--- config.mk ---
export PLATFORM = sky130hd
export DESIGN_NAME = rivu_top
export DESIGN_NICKNAME = d
export VERILOG_FILES = /design/src/rivu_top.v
export VERILOG_INCLUDE_DIRS = /design/src
export SDC_FILE = /design/constraint.sdc
export NUM_CORES = 1
export LEC_CHECK = 0
export ABC_AREA = 1
export BUFFER_PORTS_ARGS = -buffer_cell sky130_fd_sc_hd__buf_2
export CORE_MARGIN = 1.5
export CORE_UTILIZATION = 54
export DETAILED_ROUTE_END_ITERATION = 8
export GPL_TIMING_DRIVEN = 0
export PLACE_DENSITY = 0.9
export SYNTH_ARGS = -nofsm -noshare
export SYNTH_HDL_FRONTEND = slang
export SYNTH_SLANG_ARGS = --single-unit
--- constraint.sdc ---
create_clock -name core_clk -period 1.9 [get_ports core_clk]
set_clock_uncertainty 0.05 [all_clocks]
set_input_delay 0.38 -clock core_clk [delete_from_list [all_inputs] [get_ports core_clk]]
set_output_delay 0.38 -clock core_clk [all_outputs]
set_load 0.02 [all_outputs]
--- src/rivu_defs.vh ---
// Purpose: Constants for the reset and interrupt vector unit
// Assumes: 100 MHz core clock, registers on a 6-bit I/O address space
// Notes: Times are kept in their own unit; tick counts derive from them
`ifndef RIVU_DEFS_VH
`define RIVU_DEFS_VH

// Register offsets in I/O space
`define RIVU_ADDR_STATUS 6'h3F
`define RIVU_ADDR_EXT_MASK 6'h3B
`define RIVU_ADDR_EXT_FLAG 6'h3A
`define RIVU_ADDR_CTRL 6'h35

// Field positions
`define RIVU_BIT_GIE 7
`define RIVU_BIT_EN_B 7
`define RIVU_BIT_EN_A 6
`define RIVU_BIT_FLAG_B 7
`define RIVU_BIT_FLAG_A 6
`define RIVU_CTRL_SENSE_B_HI 3
`define RIVU_CTRL_SENSE_B_LO 2
`define RIVU_CTRL_SENSE_A_HI 1
`define RIVU_CTRL_SENSE_A_LO 0

// Reset values
`define RIVU_RST_REG 8'h00
`define RIVU_RST_CTRL 4'h0

// Sense encodings for external requests
`define RIVU_SENSE_LEVEL 2'h0
`define RIVU_SENSE_FALL 2'h2
`define RIVU_SENSE_RISE 2'h3

// Vector addresses
`define RIVU_VEC_RESET 4'h0
`define RIVU_VEC_EXT_A 4'h1
`define RIVU_VEC_EXT_B 4'h2
`define RIVU_VEC_PERIPH0 4'h3
`define RIVU_NUM_IRQ 12
`define RIVU_NUM_PERIPH 10

// Timing
`define RIVU_CLK_MHZ 100
`define RIVU_POR_US 3000
`define RIVU_TOUT_SLOW_US 16000
`define RIVU_TOUT_FAST_US 1100
`define RIVU_PIN_LOW_MIN 2

`endif

--- src/rivu_top.v ---
// Purpose: Reset sequencing and interrupt vectoring for an 8-bit core
// Assumes: rst is the power-on event; watchdog timeout arrives on core_clk
// Notes: Start-up delays count 1 us ticks from a divider of core_clk
//
// Overview of operation
// - Twelve interrupt sources plus reset, own vectors
// - Service only if own and global enable set
// - Lowest vector address wins; reset highest
// - Pin and watchdog reset start at address zero
// - Request a at one, request b at two
// - Timer events vector to addresses three to seven
// - Serial, UART, comparator vector eight to twelve
// - Pin low over two cycles resets device
// - Enabled watchdog timeout resets device
// - Watchdog reset pulse one cycle, delay follows
// - Reset restores registers, execution from zero
// - After pin release hold core for delay
// - Delay 16 ms, or 1.1 ms fast-start
// - Power-up holds power-on period plus delay
// - Pin held low extends power-on reset
// - Accepting interrupt clears global enable bit
// - Vectoring clears that source's request flag
// - Writing one clears flag; zero no effect
// - Mask register bits 7,6 enables, rest zero
// - Request b sense: rising, falling or level
// - Pin activity requests even as output
// - Request b event sets flag, cleared two ways
`timescale 1ns/1ps
`include "rivu_defs.vh"

module rivu_top #(
  parameter TICK_DIV = `RIVU_CLK_MHZ,
  parameter POR_TICKS = `RIVU_POR_US,
  parameter TOUT_SLOW_TICKS = `RIVU_TOUT_SLOW_US,
  parameter TOUT_FAST_TICKS = `RIVU_TOUT_FAST_US
) (
  input wire core_clk, // 100 MHz clock
  input wire rst, // Power-on reset, sync high
  input wire reset_pin_n, // External reset pin
  input wire fast_start_fuse, // High when fuse programmed
  input wire wdt_enable_in, // Watchdog enabled
  input wire wdt_timeout_in, // Watchdog period elapsed pulse
  input wire ext_request_a_pin, // External request a pin
  input wire ext_request_b_pin, // External request b pin
  input wire [9:0] periph_flag_in, // Peripheral request flags
  input wire [9:0] periph_enable_in, // Peripheral enable bits
  input wire irq_ack_in, // Core loaded vector into PC
  input wire gie_set_in, // Core return sets global enable
  input wire [5:0] reg_addr, // Register address
  input wire [7:0] reg_wdata, // Write data
  input wire reg_wr, // Write strobe
  input wire reg_rd, // Read strobe
  output reg [7:0] reg_rdata, // Read data, cycle after strobe
  output reg core_reset_out, // Holds core in reset
  output reg irq_req_out, // Interrupt request to core
  output reg [3:0] irq_vector_out, // Vector address
  output reg [9:0] periph_clear_out // Flag clear pulses
);

  localparam ST_POR = 2'h0;
  localparam ST_PIN = 2'h1;
  localparam ST_TOUT = 2'h2;
  localparam ST_RUN = 2'h3;

  // Lowest set bit of pending vector, returns vector address
  function [3:0] rivu_pick;
    input [12:1] pend;
    integer i;
    begin
      rivu_pick = 4'h0;
      for (i = 12; i >= 1; i = i - 1) begin
        if (pend[i]) begin
          rivu_pick = i[3:0];
        end
      end
    end
  endfunction

  // Edge event for one request pin under its sense code
  function rivu_edge;
    input [1:0] sense;
    input lvl;
    input prev;
    begin
      rivu_edge = 1'b0;
      if (sense == `RIVU_SENSE_RISE) begin
        rivu_edge = lvl && !prev;
      end else if (sense == `RIVU_SENSE_FALL) begin
        rivu_edge = !lvl && prev;
      end
    end
  endfunction

  // Register hit for a strobe and an address
  function rivu_hit;
    input strobe;
    input [5:0] addr;
    input [5:0] target;
    begin
      rivu_hit = strobe && (addr == target);
    end
  endfunction

  // Read value of one register, unmapped reads as zero
  function [7:0] rivu_read;
    input [5:0] addr;
    input gie;
    input [1:0] en;
    input [1:0] flag;
    input [3:0] ctrl;
    begin
      case (addr)
        `RIVU_ADDR_STATUS: rivu_read = {gie, 7'h00};
        `RIVU_ADDR_EXT_MASK: rivu_read = {en, 6'h00};
        `RIVU_ADDR_EXT_FLAG: rivu_read = {flag, 6'h00};
        `RIVU_ADDR_CTRL: rivu_read = {4'h0, ctrl};
        default: rivu_read = 8'h00;
      endcase
    end
  endfunction

  // Synchronised pins and their previous levels
  reg [3:0] s1_reg;
  reg [3:0] s2_reg;
  reg [3:0] prev_reg;
  wire pin_n;
  wire fuse;
  wire a_lvl;
  wire b_lvl;

  // Reset sequencer and start-up counters
  reg [1:0] state_reg;
  reg [1:0] state_next;
  reg [15:0] cnt_reg;
  reg [15:0] cnt_next;
  reg [6:0] div_reg;
  reg tick_reg;
  reg [1:0] low_cnt_reg;
  reg wdt_pulse_reg;
  wire pin_rst;
  wire io_rst;
  wire [15:0] tout_ticks;

  // Software registers and request logic
  reg gie_reg;
  reg en_a_reg;
  reg en_b_reg;
  reg flag_a_reg;
  reg flag_b_reg;
  reg [3:0] ctrl_reg;
  wire [1:0] sense_a;
  wire [1:0] sense_b;
  wire ev_a;
  wire ev_b;
  wire req_a;
  wire req_b;
  wire [12:1] pend;
  wire taken;
  wire clr_a;
  wire clr_b;
  wire wr_flag;
  wire wr_status;
  wire wr_mask;
  wire wr_ctrl;

  // Pin synchronisers, first stage read only by second
  always @(posedge core_clk) begin
    if (rst) begin
      s1_reg <= 4'hF;
      s2_reg <= 4'hF;
      prev_reg <= 4'hF;
    end else begin
      s1_reg <= {fast_start_fuse, ext_request_b_pin, ext_request_a_pin, reset_pin_n};
      s2_reg <= s1_reg;
      prev_reg <= s2_reg;
    end
  end

  assign pin_n = s2_reg[0];
  assign a_lvl = s2_reg[1];
  assign b_lvl = s2_reg[2];
  assign fuse = s2_reg[3];

  // Microsecond tick divider
  always @(posedge core_clk) begin
    if (rst || div_reg == TICK_DIV - 1) begin
      div_reg <= 7'h00;
      tick_reg <= ~rst;
    end else begin
      div_reg <= div_reg + 7'h01;
      tick_reg <= 1'b0;
    end
  end

  // Pin low length, saturating
  always @(posedge core_clk) begin
    if (rst || pin_n) begin
      low_cnt_reg <= 2'h0;
    end else if (low_cnt_reg != 2'h3) begin
      low_cnt_reg <= low_cnt_reg + 2'h1;
    end
  end

  assign pin_rst = (low_cnt_reg > `RIVU_PIN_LOW_MIN);
  assign tout_ticks = fuse ? TOUT_FAST_TICKS[15:0] : TOUT_SLOW_TICKS[15:0];

  // Reset sequencer next state
  always @* begin
    state_next = state_reg;
    cnt_next = cnt_reg;
    case (state_reg)
      ST_POR: begin
        if (tick_reg) begin
          cnt_next = cnt_reg + 16'h0001;
        end
        if (cnt_reg >= POR_TICKS[15:0]) begin
          cnt_next = 16'h0000;
          state_next = pin_n ? ST_TOUT : ST_PIN;
        end
      end
      ST_PIN: begin
        cnt_next = 16'h0000;
        if (pin_n) begin
          state_next = ST_TOUT;
        end
      end
      ST_TOUT: begin
        if (tick_reg) begin
          cnt_next = cnt_reg + 16'h0001;
        end
        if (cnt_reg >= tout_ticks) begin
          cnt_next = 16'h0000;
          state_next = ST_RUN;
        end
      end
      ST_RUN: begin
        cnt_next = 16'h0000;
        if (wdt_pulse_reg) begin
          state_next = ST_TOUT;
        end
      end
      default: begin
        state_next = ST_POR;
        cnt_next = 16'h0000;
      end
    endcase
    if (pin_rst && state_reg != ST_POR) begin
      state_next = ST_PIN;
      cnt_next = 16'h0000;
    end
  end

  // Reset sequencer registers and watchdog pulse
  always @(posedge core_clk) begin
    if (rst) begin
      state_reg <= ST_POR;
      cnt_reg <= 16'h0000;
      wdt_pulse_reg <= 1'b0;
    end else begin
      state_reg <= state_next;
      cnt_reg <= cnt_next;
      wdt_pulse_reg <= (state_reg == ST_RUN) && !wdt_pulse_reg &&
        wdt_enable_in && wdt_timeout_in;
    end
  end

  // Internal reset for software registers and vector outputs
  assign io_rst = rst || state_reg != ST_RUN || wdt_pulse_reg;

  assign sense_a = ctrl_reg[`RIVU_CTRL_SENSE_A_HI:`RIVU_CTRL_SENSE_A_LO];
  assign sense_b = ctrl_reg[`RIVU_CTRL_SENSE_B_HI:`RIVU_CTRL_SENSE_B_LO];

  // Edge events from pin level regardless of pin direction
  assign ev_a = rivu_edge(sense_a, a_lvl, prev_reg[1]);
  assign ev_b = rivu_edge(sense_b, b_lvl, prev_reg[2]);

  // Level mode requests while pin low
  assign req_a = flag_a_reg || (sense_a == `RIVU_SENSE_LEVEL && !a_lvl);
  assign req_b = flag_b_reg || (sense_b == `RIVU_SENSE_LEVEL && !b_lvl);

  // Pending and enabled requests by vector address
  assign pend = {periph_flag_in & periph_enable_in,
    req_b && en_b_reg, req_a && en_a_reg};

  assign taken = irq_ack_in && irq_req_out;
  assign wr_flag = rivu_hit(reg_wr, reg_addr, `RIVU_ADDR_EXT_FLAG);
  assign wr_status = rivu_hit(reg_wr, reg_addr, `RIVU_ADDR_STATUS);
  assign wr_mask = rivu_hit(reg_wr, reg_addr, `RIVU_ADDR_EXT_MASK);
  assign wr_ctrl = rivu_hit(reg_wr, reg_addr, `RIVU_ADDR_CTRL);
  assign clr_a = (taken && irq_vector_out == `RIVU_VEC_EXT_A) ||
    (wr_flag && reg_wdata[`RIVU_BIT_FLAG_A]);
  assign clr_b = (taken && irq_vector_out == `RIVU_VEC_EXT_B) ||
    (wr_flag && reg_wdata[`RIVU_BIT_FLAG_B]);

  // Event flags, hardware set wins over clear
  always @(posedge core_clk) begin
    if (io_rst) begin
      flag_a_reg <= 1'b0;
      flag_b_reg <= 1'b0;
    end else begin
      flag_a_reg <= (flag_a_reg && !clr_a) || ev_a;
      flag_b_reg <= (flag_b_reg && !clr_b) || ev_b;
    end
  end

  // Global enable: return sets, acceptance clears, software writes
  always @(posedge core_clk) begin
    if (io_rst) begin
      gie_reg <= 1'b0;
    end else if (gie_set_in) begin
      gie_reg <= 1'b1;
    end else if (taken) begin
      gie_reg <= 1'b0;
    end else if (wr_status) begin
      gie_reg <= reg_wdata[`RIVU_BIT_GIE];
    end
  end

  // External request enables in the mask register
  always @(posedge core_clk) begin
    if (io_rst) begin
      en_a_reg <= 1'b0;
      en_b_reg <= 1'b0;
    end else if (wr_mask) begin
      en_b_reg <= reg_wdata[`RIVU_BIT_EN_B];
      en_a_reg <= reg_wdata[`RIVU_BIT_EN_A];
    end
  end

  // Sense control bits for both request pins
  always @(posedge core_clk) begin
    if (io_rst) begin
      ctrl_reg <= `RIVU_RST_CTRL;
    end else if (wr_ctrl) begin
      ctrl_reg <= reg_wdata[3:0];
    end
  end

  // Vector selection toward the core
  always @(posedge core_clk) begin
    if (io_rst) begin
      irq_req_out <= 1'b0;
      irq_vector_out <= `RIVU_VEC_RESET;
      periph_clear_out <= 10'h000;
    end else begin
      irq_req_out <= gie_reg && !taken && !gie_set_in && (|pend);
      if (!irq_req_out || taken) begin
        irq_vector_out <= rivu_pick(pend);
      end
      periph_clear_out <= 10'h000;
      if (taken && irq_vector_out >= `RIVU_VEC_PERIPH0) begin
        periph_clear_out[irq_vector_out - `RIVU_VEC_PERIPH0] <= 1'b1;
      end
    end
  end

  // Core held while sequencer not running
  always @(posedge core_clk) begin
    core_reset_out <= io_rst;
  end

  // Register read port, data in the cycle after the strobe
  always @(posedge core_clk) begin
    if (rst) begin
      reg_rdata <= `RIVU_RST_REG;
    end else if (reg_rd) begin
      reg_rdata <= rivu_read(reg_addr, gie_reg, {en_b_reg, en_a_reg},
        {flag_b_reg, flag_a_reg}, ctrl_reg);
    end else begin
      reg_rdata <= 8'h00;
    end
  end

endmodule

; Yosys cells after proc, flatten, opt, wreduce, memory -nomap -nowiden
; Cells that the tools add are included.
[classes]
n_lt_le_gt_ge = 6
n_bitwise = 4
n_addsub = 4
eq_ne = 24
n_reduce_logical = 61
n_mux = 34
[op_table]
columns = op, n
row1 = $mux W16, 3
row2 = $mux W4, 12
row3 = $pmux W16 S3, 1
row4 = $pmux W8 S4, 1
row5 = $logic_and A1 B1 Y1, 28
row6 = $eq A6 B6 Y1 const B, 4
row7 = $add A16 B1 Y16 const B, 1
row8 = $ge A16 B12 Y1 const B, 1
row9 = $ge A16 B14 Y1, 1
row10 = $mux W14, 1
row11 = $eq A2 B2 Y1 const B, 6
row12 = $ne A2 B2 Y1 const B, 6
row13 = $ne A3 B3 Y1 const B, 4
row14 = $reduce_or A12 Y1, 1
row15 = $logic_or A1 B1 Y1, 11
row16 = $and A10 B10 Y10, 1
row17 = $logic_not A1 Y1, 10
row18 = $mux W2, 5
row19 = $mux W1, 9
row20 = $pmux W2 S4, 1
row21 = $reduce_and A4 Y1, 2
row22 = $reduce_or A2 Y1, 4
row23 = $add A7 B1 Y7 const B, 1
row24 = $eq A7 B7 Y1 const B, 1
row25 = other kinds (14), 18
[word_totals]
out_inout_bits = 24
word_cells = 154
ff_bits = 73
input_bits = 46

; Longest topological paths before layout
[logic_depth]
word_depth = 13
ltp_mapped = 13
mapped_depth_nobuf = 12

; Least setup slack after synthesis
; Ideal clock, no wire load.
[synth_path]
kind = register to register
start = register s2_reg[3]
end = register cnt_reg[14]
path_buffers = 1
arrival_ps = 1602
setup_time_ps = 62
path_stages_with_launch = 13
path_slack_ps = 187
cell_sequence = dfxtp_1 > inv_1 > ha_1 > nand2_1 > nor2_1 > nor2_1 > nand2_1 > nand2_1 > nand4_2 > nand2_2 > nand2_4 > buf_6 > nor2_2
[synth_between]
elab_chain_len = 4
[synth_lines]
columns = item, line_no
row1 = start: declaration, rivu_top.v:124  ; reg [3:0] s2_reg;
row2 = start signal: assignment, rivu_top.v:174  ; s2_reg <= s1_reg;
row3 = $mux W14, rivu_top.v:205  ; assign tout_ticks = fuse ? TOUT_FAST_TICKS[15:0] : TOUT_SLOW_TICKS[15:0];
row4 = $ge A16 B14 Y1, rivu_top.v:231  ; if (cnt_reg >= tout_ticks) begin
row5 = $mux W16, rivu_top.v:231
row6 = $pmux W16 S3, rivu_top.v:211  ; case (state_reg)
row7 = end signal: assignment, rivu_top.v:261  ; cnt_reg <= cnt_next;
row8 = end: declaration, rivu_top.v:134  ; reg [15:0] cnt_reg;
; Every way passes these cells.
; A chain may end at the register's enable or synchronous reset.

; Worst setup path in the final report
[layout_path]
start = register s2_reg[3]
end = register cnt_reg[8]
; Same word-level chain as after synthesis.

==> metrics.txt <==
Clock Sinks 70; Die H ~80 um; CP startpoint kind register; overall die area 6450 um^2; gr usage total between 20% and 30%; period utilization between 90% and 100%; Routed WL per cell 12.5 um; placed cell count around 570; Final Hold Vio Count 0; Skew-Pair Late Insertion Delay 0.34 ns; Vias 3011; area growth from synthesis to layout 21.4%; Worst Path Class, Setup register to register; fin crit period 1.87 ns; Post-Route WL 7.29 mm; mapped cell area 3230 um^2; FP Rows 27; initial antenna violation count 0; vias per inst 5.16; syn_area_per_cell 7.55 um^2; layout cells sized above 1 24.7%; boundary pin count 70; hold crit path type input port to register; Peak Freq 536 MHz; Switch Pwr 0.000684 W; total CTS buffers 9; gr ovfl total 0; clock buffer depth 2; CP Data Arrival Time 2.05 ns; worst-path fanout max 7; starting density of the core between 50% and 60%; fin. max-slew vios 0; setup TNS 0 ns; Max Cap Violations 0; DRT iter0 DRCs between 100 and 150; DP HPWL 5.15 mm; GP Congestion 0.893; DR pass1 iterations 4; core area 5640 um^2; maximum VDD drop 583 uV; number of H-tree levels 3; CTS tree built; Critical Path End Type register; largest net degree at the start of global routing 11; Seq/Total Area, Yosys 43.4%; Seq cells post-synth 70; CTS clock-pin slew for the worst setup and hold paths roughly 0.070 ns; Clock Power Share 35.5%; number of port buffers 65; Placement Cell Area between 3000 and 4000 um^2; PwrDens 712 nW/um^2; share of power burned in registers 54.5%; outcome complete, no violations; Nets 567; switching fraction of total power 24.5%; Yosys warning total 0; cts hold-fix bufs 0; final cell area excluding filler cells slightly below 4000 um^2; final cell count without fillers 583; post-layout util 69.5%; Hold Slack 0.177 ns; die width 80.3 um; global-route wire length before repair 11.3 mm; Static Leak 1.74 nW; Residual DRC 0; P_int 0.00211 W; number of antenna repair diodes 0; combinational share of power roughly a tenth; Critical Path RT 2.08 ns; Mapped Cells ~430; Setup Viol. Count Final 0; Root Driver clkbuf_8; max reg flops 16; remaining antenna violation count after routing 0; vias in the first global route 2862; Synth cell types 31
==> final cells by class <==
cell class	count	area (um^2)
buffer	4	38.8
clock inverter	2	10.0
inverter	59	224
timing repair buffer	67	358
sequential	70	1410
multi-input combinational	297	1650
clock buffer	12	145
fill	437	1720
tap	72	90.1
==> stage by stage <==
step	setup slack (ns)	total power, W
finish	0.0333	0.00279
floorplan	0.187	0.00170
global route	-0.0269	0.00289
CTS	0.00495	0.00277
global placement	-0.0133	0.00178
detailed placement	-0.134	0.00179
==> cell usage after synthesis (all sizes together) <==
library cell  instances  share of area (%)
a21oi                28                4.3
a31o                  1               0.27
a31oi                 2               0.39
buf                   3               0.81
clkbuf                1               0.12
conb                  1               0.12
dfxtp                70                 43
ha                   13                5.0
inv                  59                6.9
mux2i                 1               0.31
nand2                93                 11
nand3                24                3.7
nand4                14                3.1
nor2                 58                7.9
nor3                 18                3.8
nor4                  4               0.77
o21a                  1               0.23
o21ai                15                2.3
o31ai                 1               0.23
or2                   8                1.5
xnor2                 3               0.81
xor2                 10                2.7
==> per-layer routing <==
layer / GRT usage [%] / part of all wire [%] / wire (um) / up-vias
met5: 0 / 0 / 0 / -
met4: 11.2 / 1.8 / 128 / 0
met3: 5.00 / 4.3 / 315 / 14
met2: 41.5 / 54 / 3920 / 86
met1: 23.7 / 40 / 2920 / 1380
li1: - / - / - / 1531
==> path summary, 6_finish.rpt <==
check                   from          to  slack (ns)  cells past startpoint
max                s2_reg[3]  cnt_reg[8]        0.03                     12
min          fast_start_fuse   s1_reg[3]        0.18                      2
max reg2reg        s2_reg[3]  cnt_reg[8]        0.03                     12
min reg2reg        s1_reg[2]   s2_reg[2]        0.36                      1
==> placed cells by master, fill, tap and decap left out, types with 2 or more instances in the layout <==
master	n
a21oi_1	27
a31oi_1	2
buf_2	65
buf_4	3
clkbuf_1	3
clkbuf_8	10
clkinv_2	2
conb_1	3
dfxtp_1	68
ha_1	9
ha_4	4
inv_1	54
inv_2	4
nand2_1	89
nand2_2	3
nand3_1	24
nand4_1	12
nor2_1	45
nor2_2	12
nor3_1	14
nor3_2	2
nor3_4	2
nor4_1	4
o21ai_0	15
or2_2	8
xnor2_1	3
xor2_1	10
==> worst max-delay path, cell delays in order (launching register included) <==
cell	delay, ns
dfxtp_4	0.44
inv_4	0.07
ha_4	0.26
nand2_1	0.07
nor2_1	0.14
nor2_1	0.06
nand2_1	0.09
nand2_2	0.08
nand4_4	0.10
nand2_2	0.07
nand2_4	0.13
clkbuf_16	0.17
nor2_2	0.03
==> power by group through the flow <==
stage / clock network (W) / registers [W] / logic, W
after floorplan: 0 / 0.00155 / 0.000153
after global placement: 0 / 0.00155 / 0.000231
after detailed placement: 0 / 0.00155 / 0.000241
after CTS: 0.00100 / 0.00152 / 0.000250
after global routing: 0.00105 / 0.00152 / 0.000308
final: 0.000991 / 0.00152 / 0.000277
==> what timing repair did <==
item | 4_1_cts | 5_1_grt
cloned | 0 | 1
resized for setup | 3 | 11
pin swaps | 0 | 3
setup endpoints to repair | 15 | 12
setup buffers | 0 | 1
==> kinds of logic (layout without fill, tap and decap cells) <==
group / after synthesis / in the layout / share of synthesized area, %
other: 1 / 3 / 0.116
XOR/XNOR: 13 / 13 / 3.53
buffers and inverters: 63 / 144 / 7.79
flip-flops: 70 / 70 / 43.4
multiplexers: 1 / 1 / 0.310
adder cells (fa/ha/maj): 13 / 13 / 5.04
AND/OR/NAND/NOR: 219 / 219 / 32.0
AO/OA/AOI/OAI: 48 / 48 / 7.79
Power figures use the tool's default switching activity.
